[src/pmc_params.svh]
// constants for the basic management registers and the management frame
`ifndef PMC_PARAMS_SVH
`define PMC_PARAMS_SVH

// register addresses
`define PMC_ADDR_CTRL 5'h00
`define PMC_ADDR_STAT 5'h01
`define PMC_ADDR_EXT_STAT 5'h0f

// control register fields
`define PMC_CTRL_PD_BIT 11
`define PMC_CTRL_ISO_BIT 10
`define PMC_CTRL_FIXED 16'h0100
`define PMC_CTRL_FIXED_MASK 16'hf3ff

// status register fields
`define PMC_STAT_AND_BIT 5
`define PMC_STAT_LINK_BIT 2
`define PMC_STAT_FIXED 16'h1009
`define PMC_STAT_FIXED_MASK 16'hffdb
`define PMC_STAT_RESET 16'h1009

// value returned for an address with no register
`define PMC_UNMAPPED_DATA 16'h0000

// frame fields
`define PMC_PRE_LEN 32
`define PMC_OP_READ 2'b10
`define PMC_OP_WRITE 2'b01
`define PMC_HDR_LAST 4'hb
`define PMC_DATA_LAST 4'hf
`define PMC_TA_LAST 4'h1

`endif

[src/pmc_pkg.sv]
// types for the basic management register block
`default_nettype none
package pmc_pkg;

  typedef enum logic [2:0] {
    st_idle,
    st_start,
    st_hdr,
    st_ta,
    st_rdata,
    st_wdata
  } pmc_state_e;

  typedef struct packed {
    logic core_powerdown_request;
    logic mii_detach_ctl;
  } pmc_ctrl_s;

endpackage
`default_nettype wire

[src/pmc_regs.sv]
// management-frame slave holding the basic control and status registers
// Behaviour
// - control bit 11 set puts the core into software power-down; mirrored out
// - management reads and writes keep working while powered down
// - power-down bit takes its reset value from the strap pin
// - isolate bit is read/write, resets to zero, detaches the MII
// - duplex-mode bit ignores writes, reads 1
// - collision-test bit ignores writes, reads 0
// - both speed-select bits ignore writes, read 00
// - one-way transmit enable ignores writes, reads 0
// - unsupported technology ability bits in status always read 0
// - ten-megabit full-duplex ability bit reads 1
// - extended-status-present bit always reads 0
// - one-way transmit ability bit always reads 0
// - preamble-skip ability reads 0; every frame needs its preamble
// - negotiation-done flag mirrors the internal flag directly, with no reset of its own
// - far-fault flag always reads 0
// - negotiation ability bit always reads 1
// - link-up bit latches low once the link fails
// - reading status releases the latched-low link bit
// - babble-detect flag always reads 0
// - extended-registers-present bit always reads 1
// - status register lives at address one, resets to 0x1009
`default_nettype none
`include "pmc_params.svh"

module pmc_regs #(
  parameter logic [4:0] PHY_ADDR = 5'h00,
  parameter int PRE_LEN = `PMC_PRE_LEN
) (
  input wire logic clock, // 40 MHz device clock
  input wire logic reset, // async, active high
  input wire logic mdc, // management clock, sampled
  input wire logic mdio_in, // management data pin level
  output logic mdio_out, // management data driven value
  output logic mdio_oe, // high while driving the data pin
  input wire logic powerdown_strap_pin, // power-down default strap
  input wire logic internal_negotiation_done, // negotiation finished, link up
  input wire logic internal_link_state, // current link status
  output pmc_pkg::pmc_ctrl_s core_ctrl // power-down and isolate controls
);

  if (PRE_LEN < 1 || PRE_LEN > 63) begin : g_bad_pre
    $error("PRE_LEN out of range");
  end

  pmc_pkg::pmc_state_e state_r;
  logic mdc_d_r;
  logic [5:0] pre_cnt_r;
  logic [3:0] bit_cnt_r;
  logic [10:0] hdr_r;
  logic [4:0] reg_addr_r;
  logic is_read_r;
  logic [15:0] shift_r;
  logic strap_done_r;
  logic link_latch_r;
  logic mdc_rise;
  logic [11:0] hdr_full;
  logic [15:0] wdata;
  logic read_cap;
  logic stat_read;
  logic ctrl_write;

  function automatic logic [15:0] pmc_read_word(
    input logic [4:0] addr,
    input pmc_pkg::pmc_ctrl_s c,
    input logic an_done,
    input logic link
  );
    logic [15:0] w;
    w = `PMC_UNMAPPED_DATA;
    if (addr == `PMC_ADDR_CTRL) begin
      w = `PMC_CTRL_FIXED;
      w[`PMC_CTRL_PD_BIT] = c.core_powerdown_request;
      w[`PMC_CTRL_ISO_BIT] = c.mii_detach_ctl;
    end else if (addr == `PMC_ADDR_STAT) begin
      w = `PMC_STAT_FIXED;
      w[`PMC_STAT_AND_BIT] = an_done;
      w[`PMC_STAT_LINK_BIT] = link;
    end
    return w;
  endfunction

  // pin inputs are synchronous to clock, so a single delay finds the edge
  assign mdc_rise = mdc & ~mdc_d_r;
  assign hdr_full = {hdr_r, mdio_in};
  assign wdata = {shift_r[14:0], mdio_in};
  assign read_cap = (state_r == pmc_pkg::st_ta) && mdc_rise && is_read_r &&
                    (bit_cnt_r == 4'h0);
  assign stat_read = read_cap && (reg_addr_r == `PMC_ADDR_STAT);
  assign ctrl_write = (state_r == pmc_pkg::st_wdata) && mdc_rise &&
                      (bit_cnt_r == `PMC_DATA_LAST) && (reg_addr_r == `PMC_ADDR_CTRL);

  always_ff @(posedge clock or posedge reset) begin
    if (reset) begin
      mdc_d_r <= 1'b0;
    end else begin
      mdc_d_r <= mdc;
    end
  end

  // frame sequencer; runs regardless of power-down
  always_ff @(posedge clock or posedge reset) begin
    if (reset) begin
      state_r <= pmc_pkg::st_idle;
      pre_cnt_r <= 6'h00;
      bit_cnt_r <= 4'h0;
      hdr_r <= 11'h000;
      reg_addr_r <= 5'h00;
      is_read_r <= 1'b0;
    end else if (mdc_rise) begin
      unique case (state_r)
        pmc_pkg::st_idle: begin
          if (mdio_in) begin
            if (pre_cnt_r != 6'h3f) begin
              pre_cnt_r <= pre_cnt_r + 6'h01;
            end
          end else begin
            // a frame without the full preamble is not received
            if (pre_cnt_r >= 6'(PRE_LEN)) begin
              state_r <= pmc_pkg::st_start;
            end
            pre_cnt_r <= 6'h00;
          end
        end
        pmc_pkg::st_start: begin
          bit_cnt_r <= 4'h0;
          state_r <= mdio_in ? pmc_pkg::st_hdr : pmc_pkg::st_idle;
        end
        pmc_pkg::st_hdr: begin
          hdr_r <= hdr_full[10:0];
          bit_cnt_r <= bit_cnt_r + 4'h1;
          if (bit_cnt_r == `PMC_HDR_LAST) begin
            bit_cnt_r <= 4'h0;
            reg_addr_r <= hdr_full[4:0];
            is_read_r <= (hdr_full[11:10] == `PMC_OP_READ);
            if (hdr_full[9:5] == PHY_ADDR &&
                (hdr_full[11:10] == `PMC_OP_READ || hdr_full[11:10] == `PMC_OP_WRITE)) begin
              state_r <= pmc_pkg::st_ta;
            end else begin
              state_r <= pmc_pkg::st_idle;
            end
          end
        end
        pmc_pkg::st_ta: begin
          bit_cnt_r <= bit_cnt_r + 4'h1;
          if (bit_cnt_r == `PMC_TA_LAST) begin
            bit_cnt_r <= 4'h0;
            state_r <= is_read_r ? pmc_pkg::st_rdata : pmc_pkg::st_wdata;
          end
        end
        pmc_pkg::st_rdata, pmc_pkg::st_wdata: begin
          bit_cnt_r <= bit_cnt_r + 4'h1;
          if (bit_cnt_r == `PMC_DATA_LAST) begin
            bit_cnt_r <= 4'h0;
            state_r <= pmc_pkg::st_idle;
          end
        end
      endcase
    end
  end

  // data shifter: read word loaded during turnaround, write word shifted in
  always_ff @(posedge clock or posedge reset) begin
    if (reset) begin
      shift_r <= 16'h0000;
    end else if (read_cap) begin
      shift_r <= pmc_read_word(reg_addr_r, core_ctrl, internal_negotiation_done,
                               link_latch_r);
    end else if (mdc_rise && state_r == pmc_pkg::st_ta && bit_cnt_r == `PMC_TA_LAST &&
                 is_read_r) begin
      shift_r <= {shift_r[14:0], 1'b0};
    end else if (mdc_rise && state_r == pmc_pkg::st_rdata) begin
      shift_r <= {shift_r[14:0], 1'b0};
    end else if (mdc_rise && state_r == pmc_pkg::st_wdata) begin
      shift_r <= wdata;
    end
  end

  // pin drive: changes just after the rising edge, host samples the next one
  always_ff @(posedge clock or posedge reset) begin
    if (reset) begin
      mdio_oe <= 1'b0;
      mdio_out <= 1'b0;
    end else if (mdc_rise) begin
      if (read_cap) begin
        mdio_oe <= 1'b1;
        mdio_out <= 1'b0;
      end else if (state_r == pmc_pkg::st_ta && is_read_r) begin
        mdio_out <= shift_r[15];
      end else if (state_r == pmc_pkg::st_rdata) begin
        if (bit_cnt_r == `PMC_DATA_LAST) begin
          mdio_oe <= 1'b0;
          mdio_out <= 1'b0;
        end else begin
          mdio_out <= shift_r[15];
        end
      end
    end
  end

  // strap caught on the first edge after release, never under reset
  always_ff @(posedge clock or posedge reset) begin
    if (reset) begin
      strap_done_r <= 1'b0;
      core_ctrl.core_powerdown_request <= 1'b0;
    end else if (!strap_done_r) begin
      strap_done_r <= 1'b1;
      core_ctrl.core_powerdown_request <= powerdown_strap_pin;
    end else if (ctrl_write) begin
      core_ctrl.core_powerdown_request <= wdata[`PMC_CTRL_PD_BIT];
    end
  end

  // other control bits are fixed, so a write only touches these two
  always_ff @(posedge clock or posedge reset) begin
    if (reset) begin
      core_ctrl.mii_detach_ctl <= 1'b0;
    end else if (ctrl_write) begin
      core_ctrl.mii_detach_ctl <= wdata[`PMC_CTRL_ISO_BIT];
    end
  end

  // failure beats the read release, so a drop during a read is not lost
  always_ff @(posedge clock or posedge reset) begin
    if (reset) begin
      link_latch_r <= 1'b0;
    end else if (!internal_link_state) begin
      link_latch_r <= 1'b0;
    end else if (stat_read) begin
      link_latch_r <= 1'b1;
    end
  end

  pd_write_a: assert property (@(posedge clock) disable iff (reset)
    ctrl_write && strap_done_r |=>
    core_ctrl.core_powerdown_request == $past(wdata[`PMC_CTRL_PD_BIT]))
    else $error("power-down bit did not follow write");

  strap_load_a: assert property (@(posedge clock) disable iff (reset)
    $rose(strap_done_r) |-> core_ctrl.core_powerdown_request == $past(powerdown_strap_pin))
    else $error("power-down default not taken from strap");

  iso_write_a: assert property (@(posedge clock) disable iff (reset)
    ctrl_write |=> core_ctrl.mii_detach_ctl == $past(wdata[`PMC_CTRL_ISO_BIT]))
    else $error("isolate bit did not follow write");

  pd_mdio_alive_a: assert property (@(posedge clock) disable iff (reset)
    read_cap && core_ctrl.core_powerdown_request |=> mdio_oe && !mdio_out)
    else $error("no read turnaround while powered down");

  ctrl_fixed_a: assert property (@(posedge clock) disable iff (reset)
    read_cap && reg_addr_r == `PMC_ADDR_CTRL |=>
    (shift_r & `PMC_CTRL_FIXED_MASK) == `PMC_CTRL_FIXED)
    else $error("control fixed bits wrong");

  stat_fixed_a: assert property (@(posedge clock) disable iff (reset)
    stat_read |=> (shift_r & `PMC_STAT_FIXED_MASK) == `PMC_STAT_FIXED)
    else $error("status fixed bits wrong");

  link_latch_a: assert property (@(posedge clock) disable iff (reset)
    !internal_link_state |=> !link_latch_r ##1 (!link_latch_r || $past(stat_read)))
    else $error("link bit not latched low");

  link_release_a: assert property (@(posedge clock) disable iff (reset)
    stat_read && internal_link_state ##1 internal_link_state |-> link_latch_r)
    else $error("status read did not release link bit");

  read_release_a: assert property (@(posedge clock) disable iff (reset)
    mdc_rise && state_r == pmc_pkg::st_rdata && bit_cnt_r == `PMC_DATA_LAST |=> !mdio_oe)
    else $error("data pin not released after read");

  // only a control write may move the control outputs once the strap is in
  ctrl_hold_a: assert property (@(posedge clock) disable iff (reset)
    strap_done_r && !ctrl_write |=> $stable(core_ctrl))
    else $error("control bits changed without a control write");

  pre_gate_a: assert property (@(posedge clock) disable iff (reset)
    mdc_rise && state_r == pmc_pkg::st_idle && !mdio_in && pre_cnt_r < 6'(PRE_LEN)
    |=> state_r == pmc_pkg::st_idle)
    else $error("frame started without full preamble");

  oe_window_a: assert property (@(posedge clock) disable iff (reset)
    mdio_oe |-> state_r == pmc_pkg::st_ta || state_r == pmc_pkg::st_rdata)
    else $error("data pin driven outside a read");

  unmapped_zero_a: assert property (@(posedge clock) disable iff (reset)
    read_cap && reg_addr_r == `PMC_ADDR_EXT_STAT |=> shift_r == `PMC_UNMAPPED_DATA)
    else $error("missing extended status register did not read zero");

  ctrl_write_c: cover property (@(posedge clock) disable iff (reset) ctrl_write);
  stat_read_c: cover property (@(posedge clock) disable iff (reset) stat_read);
  link_drop_c: cover property (@(posedge clock) disable iff (reset)
    link_latch_r ##1 !link_latch_r);
  pd_read_c: cover property (@(posedge clock) disable iff (reset)
    read_cap && core_ctrl.core_powerdown_request);
  short_pre_c: cover property (@(posedge clock) disable iff (reset)
    mdc_rise && state_r == pmc_pkg::st_idle && !mdio_in && pre_cnt_r != 6'h00 &&
    pre_cnt_r < 6'(PRE_LEN));

endmodule
`default_nettype wire

[config.mk]
export PLATFORM = sky130hd
export DESIGN_NAME = pmc_regs
export DESIGN_NICKNAME = d
export VERILOG_FILES = /design/src/pmc_pkg.sv /design/src/pmc_regs.sv
export VERILOG_INCLUDE_DIRS = /design/src
export SDC_FILE = /design/constraint.sdc
export NUM_CORES = 1
export LEC_CHECK = 0
export BUFFER_PORTS_ARGS = -buffer_cell sky130_fd_sc_hd__buf_2
export CORE_ASPECT_RATIO = 0.6
export CORE_MARGIN = 1.5
export CORE_UTILIZATION = 60
export DETAILED_ROUTE_END_ITERATION = 8
export HOLD_SLACK_MARGIN = 0.15
export MAX_ROUTING_LAYER = met4
export PLACE_DENSITY = 0.8
export SLEW_MARGIN = 20
export SYNTH_ARGS = -nofsm -noshare
export SYNTH_HDL_FRONTEND = slang
export SYNTH_SLANG_ARGS = --single-unit
[constraint.sdc]
create_clock -name clock -period 2.1 [get_ports clock]
set_input_delay 0.315 -clock clock [delete_from_list [all_inputs] [get_ports clock]]
set_output_delay 0.315 -clock clock [all_outputs]
set_load 0.02 [all_outputs]
# Word-level counts from Yosys, hierarchy flattened
# Index checks and enable logic that the tools add are counted.
[word_totals]
word_cells = 103
latchBits = 0
reg_bits = 53
memories = 0
ram_bits = 0
rom_bits = 0
in_bits = 7
[classes]
n_eq_ne = 21
bitwise_logic = 2
n_mul = 0
shift = 0
n_lt_le_gt_ge = 1
reduce_logical = 30
n_div = 0
muxes = 33
n_addsub = 2
[op_table]
columns = ["op", "n"]
rows = [
  ["$mux 16", 4],
  ["$mux 13", 2],
  ["$pmux 4 s4", 1],
  ["$mux 3", 5],
  ["$pmux 3 s5", 1],
  ["$mux 1", 13],
  ["$logic_and 1x1->1", 12],
  ["$mux 4", 3],
  ["$mux 6", 2],
  ["$logic_not 5->1", 2],
  ["$ne 2x2->1 const B", 5],
  ["$eq 4x4->1 const B", 2],
  ["$ne 2x1->1 const B", 4],
  ["$reduce_bool 4->1", 2],
  ["$add 6x1->6 const B", 1],
  ["$eq 3x2->1 const B", 2],
  ["$eq 3x3->1 const B", 2],
  ["$ge 6x6->1 const B", 1],
  ["$ne 6x6->1 const B", 1],
  ["$reduce_and 2->1", 3],
  ["$reduce_and 3->1", 2],
  ["$reduce_and 6->1", 1],
  ["$eq 5x1->1 const B", 1],
  ["$add 4x1->4 const B", 1],
  ["14 further kinds", 16],
]

# Longest topological paths before layout
[logic_depth]
word_depth = 8
ltp_mapped = 7
depth_no_buf = 6

# Worst setup path after synthesis
# OpenSTA, ideal clock, no wires.
[synth_timing]
path_kind = "flip-flop to flip-flop"
start = "reg bit_cnt_r[1]"
end = "reg state_r[0]"
t_arrival_ns = 1.719
stages_incl_launch_ff = 7
setup_time_ns = 0.122
period_less_slack_ns = 1.840
path_buffers = 0
path_slack_ns = 0.260
cell_sequence = "dfrtp_1 -> inv_1 -> ha_1 -> or3b_4 -> a222oi_1 -> nand3_1 -> a32o_1"
[synth_between]
elab_chain_len = 3
elab_cells_between_ends = 7
classes_between = "eq/ne (6); reduce/logical (1)"
[synth_lines]
columns = ["item", "line", "rtl"]
rows = [
  ["start, declared", "pmc_regs.sv:50", "logic [3:0] bit_cnt_r;"],
  ["start signal, assigned", "pmc_regs.sv:132", "bit_cnt_r <= bit_cnt_r + 4'h1;"],
  ["start signal, assigned", "pmc_regs.sv:146", "bit_cnt_r <= bit_cnt_r + 4'h1;"],
  ["start signal, assigned", "pmc_regs.sv:153", "bit_cnt_r <= bit_cnt_r + 4'h1;"],
  ["$eq 4x4->1 (no line) or $eq 4x1->1 (tied branches)", "--", ""],
  ["$ne 2x2->1 (no line) or $ne 2x1->1 (tied branches)", "--", ""],
  ["$reduce_and 6->1 (no line) (*)", "--", ""],
  ["end signal, assigned", "pmc_regs.sv:105", "state_r <= pmc_pkg::st_idle;"],
  ["end signal, assigned", "pmc_regs.sv:121", "state_r <= pmc_pkg::st_start;"],
  ["end signal, assigned", "pmc_regs.sv:128", "state_r <= mdio_in ? pmc_pkg::st_hdr : pmc_pkg::st_idle;"],
  ["end, declared", "pmc_regs.sv:47", "pmc_pkg::pmc_state_e state_r;"],
]
# Every way passes the cells marked *; elsewhere a longest branch is shown, timed or not.
# A chain may end at the register's enable or synchronous reset.

# Final worst setup path
# Ends and elaborated chain as after synthesis.

==> run metrics <==
unrepaired setup endpoints after global routing no; placed inst area 2710 µm²; commonest non-fill, non-tap cell in the layout dfrtp_1; post-route cell area 2820 µm²; layout cells sized above 1 20.3%; Final setup viols 0; clock buffer depth 2; Die Area about 4600 µm²; Synthesis Warnings 0; total track usage approximately a quarter; Reg2Reg Setup Slack 0.09 ns; Buffers on Ports 10; Antenna diodes 0; clock tree sinks 53; power per cell area 886 nW/µm²; endpoint class of the critical path flip-flop; critical path arrival 2.21 ns; antenna viol nets, final 0; Leakage 1.30 nW; nets 274; Worst-Margin Slew 0.673 ns; HP Class primary input to flip-flop; DRC 0; pre-CTS worst setup slack 0.140 ns; R2R Path End state_r[0]; clk_lat worst skew slightly above 0.3 ns; Vias/cell ~5.8; min Tclk post-route 2.01 ns; critical path class flip-flop to flip-flop; DP HPWL 3620 µm; drt pass-1 iters 4; status finished, final reports clean; R2R cell count 7; max-cap violations 0; TritonCTS clock tree done; Overflow after GRT 0; DR iter-0 viols 127; total CTS buffers 5; mapped cell area 2530 µm²; share of the yosys chip area belonging to registers 52.4%; distinct cell type count after synthesis between 50 and 60; Starting Density 62.1%; Ports 11; largest cells by area after synthesis dfrtp_1, mux2_2, nand2_1; Horiz. Die Dim 86.9 µm; H-tree depth 2; Setup crit start kind flip-flop; crit share post-route 95.5%; top_reg_cell synth dfrtp_1; f_max 499 MHz; vias post-DR 1869; hold-critical path depth 1; routed len/inst about 16 µm; Post-synth ARST share 100%; global-route wire length before repair ~8500 µm; HP Start mdc; Slew headroom ~55%; Reg-to-Reg Start bit_cnt_r[1]; PnR Total Power 0.00250 W; TNS Setup 0 ns; Reg clk slew, reported paths ~0.090 ns; # fillers 303; post-CTS sizing 0; CTS root buffer clkbuf_8; #FFs+latches synth 53; Peak VDD IR 0.000447 V; WHS Endpoint mdc_d_r; die boundary height 53.3 µm; Worst Path Max Fanout 4; Final GP Congestion 0.873; final wirelength slightly above 5000 µm; FP Rows 18; area leader, netlist dfrtp_1; Final Max Slew Viols 0; Hold Fails Final Rpt 0; most frequent cells in the layout dfrtp_1, nand2_1, o21ai_0; Worst Skew 0.00623 ns; core area 4080 µm²; post-route worst setup slack around 0.094 ns; vias in the first global route 1691; Req. time, crit path roughly 2.3 ns; Post-synth EDFFs 0; post-synth top area share 52.4%; multi-input logic area 1120 µm²; synthesized area per cell 10.5 µm²; initial antenna violation count 0; FF/Latch Area 1330 µm²; Area Overhead vs Synth 11.3%; gate count after technology mapping 242; Post-Syn Nets 255; largest net degree at the start of global routing 34
-- layer usage --
| metal | vias up | part of all wire, % | track usage [%] |
|---|---|---|---|
| li1 | 902 | - | - |
| met5 | - | 0 | - |
| met1 | 914 | 51 | 37.0 |
| met4 | 0 | 1.1 | 8.60 |
| met3 | 5 | 4.9 | 4.68 |
| met2 | 48 | 43 | 36.7 |
-- registers in the layout, summed over array words and instances, names as in the netlist --
| name | cells |
|---|---|
| shift_r | 16 |
| hdr_r | 11 |
| pre_cnt_r | 6 |
| reg_addr_r | 5 |
| bit_cnt_r | 4 |
| state_r | 3 |
| core_ctrl | 2 |
| is_read_r | 1 |
| link_latch_r | 1 |
| mdc_d_r | 1 |
| mdio_oe | 1 |
| mdio_out | 1 |
| strap_done_r | 1 |
-- critical path, stage by stage (launching register included) --
cell      delay (ns)
dfrtp_1         0.42
inv_1           0.09
ha_1            0.17
or3b_4          0.40
a222oi_1        0.35
buf_4           0.19
nand3_1         0.07
a32o_1          0.21
-- power breakdown --
group,internal [W],switching (W),total [W]
logic,0.000293,0.000316,0.000609
clock network,0.000261,0.000332,0.000593
registers,0.00114,0.000156,0.00129
-- cell usage after synthesis (2+ instances only) --
| cell type | instances |
|---|---|
| nor4_1 | 2 |
| a31oi_1 | 4 |
| ha_1 | 6 |
| mux2_2 | 16 |
| nand2b_1 | 3 |
| dfrtp_1 | 53 |
| nand3_1 | 7 |
| o31ai_1 | 4 |
| mux2i_1 | 3 |
| nand2_1 | 36 |
| o21ai_1 | 3 |
| nor2_1 | 5 |
| a21oi_1 | 2 |
| a221oi_1 | 2 |
| a22o_1 | 2 |
| o21ai_0 | 27 |
| buf_2 | 2 |
| nor3_1 | 3 |
| a22oi_1 | 2 |
| and2_1 | 3 |
| inv_1 | 13 |
| clkbuf_1 | 8 |
| nor3b_1 | 2 |
-- timing repair --
item / in CTS / in global routing
hold endpoints to repair: 31 / 0
hold buffers: 1 / 0
buffers inserted: 0 / 1
setup endpoints to repair: 0 / 1
-- final cells by class --
cell class / count / area share (%)
clock inverters: 1 / 0.266
well taps: 60 / 2.66
inverters: 13 / 1.73
flip-flops and latches: 53 / 47.1
clock buffers: 6 / 2.93
multi-input cells: 166 / 39.8
repair buffers: 22 / 5.51
-- per-stage QoR --
| stage | hold slack (ns) | std cells | utilization (%) |
|---|---|---|---|
| global placement | 0.435 | 312 | 66.5 |
| CTS | 0.185 | 320 | 68.9 |
| detailed placement | 0.439 | 312 | 66.5 |
| floorplan | 0.346 | 242 | - |
| global route | 0.188 | 321 | 69.1 |
| finish | 0.188 | 321 | 69.1 |
-- worst max path at each step --
| stage | from | endpoint | slack [ns] | depth (start not counted) |
|---|---|---|---|---|
| after CTS | bit_cnt_r[1] | state_r[0] | 0.14 | 6 |
| after global routing | bit_cnt_r[1] | state_r[0] | 0.002 | 7 |
| after detailed placement | bit_cnt_r[1] | state_r[0] | 0.14 | 6 |
| after floorplan | bit_cnt_r[1] | state_r[0] | 0.26 | 6 |
| after global placement | bit_cnt_r[1] | state_r[0] | 0.25 | 6 |
| final | bit_cnt_r[1] | state_r[0] | 0.09 | 7 |
-- logic make-up (layout without fill, tap and decap cells) --
| logic type | Yosys count | count (layout) | synth area share (%) |
|---|---|---|---|
| AOI/OAI and AO/OA | 60 | 60 | 15.3 |
| xor gates and xnor gates | 1 | 1 | 0.346 |
| muxes | 19 | 19 | 8.30 |
| buffers and inverters | 23 | 42 | 3.51 |
| and+or+nand+nor | 79 | 79 | 17.1 |
| adders and majority gates | 6 | 6 | 2.97 |
| other | 1 | 1 | 0.148 |
| DFF | 53 | 53 | 52.4 |
Power figures use the tool's default switching activity.
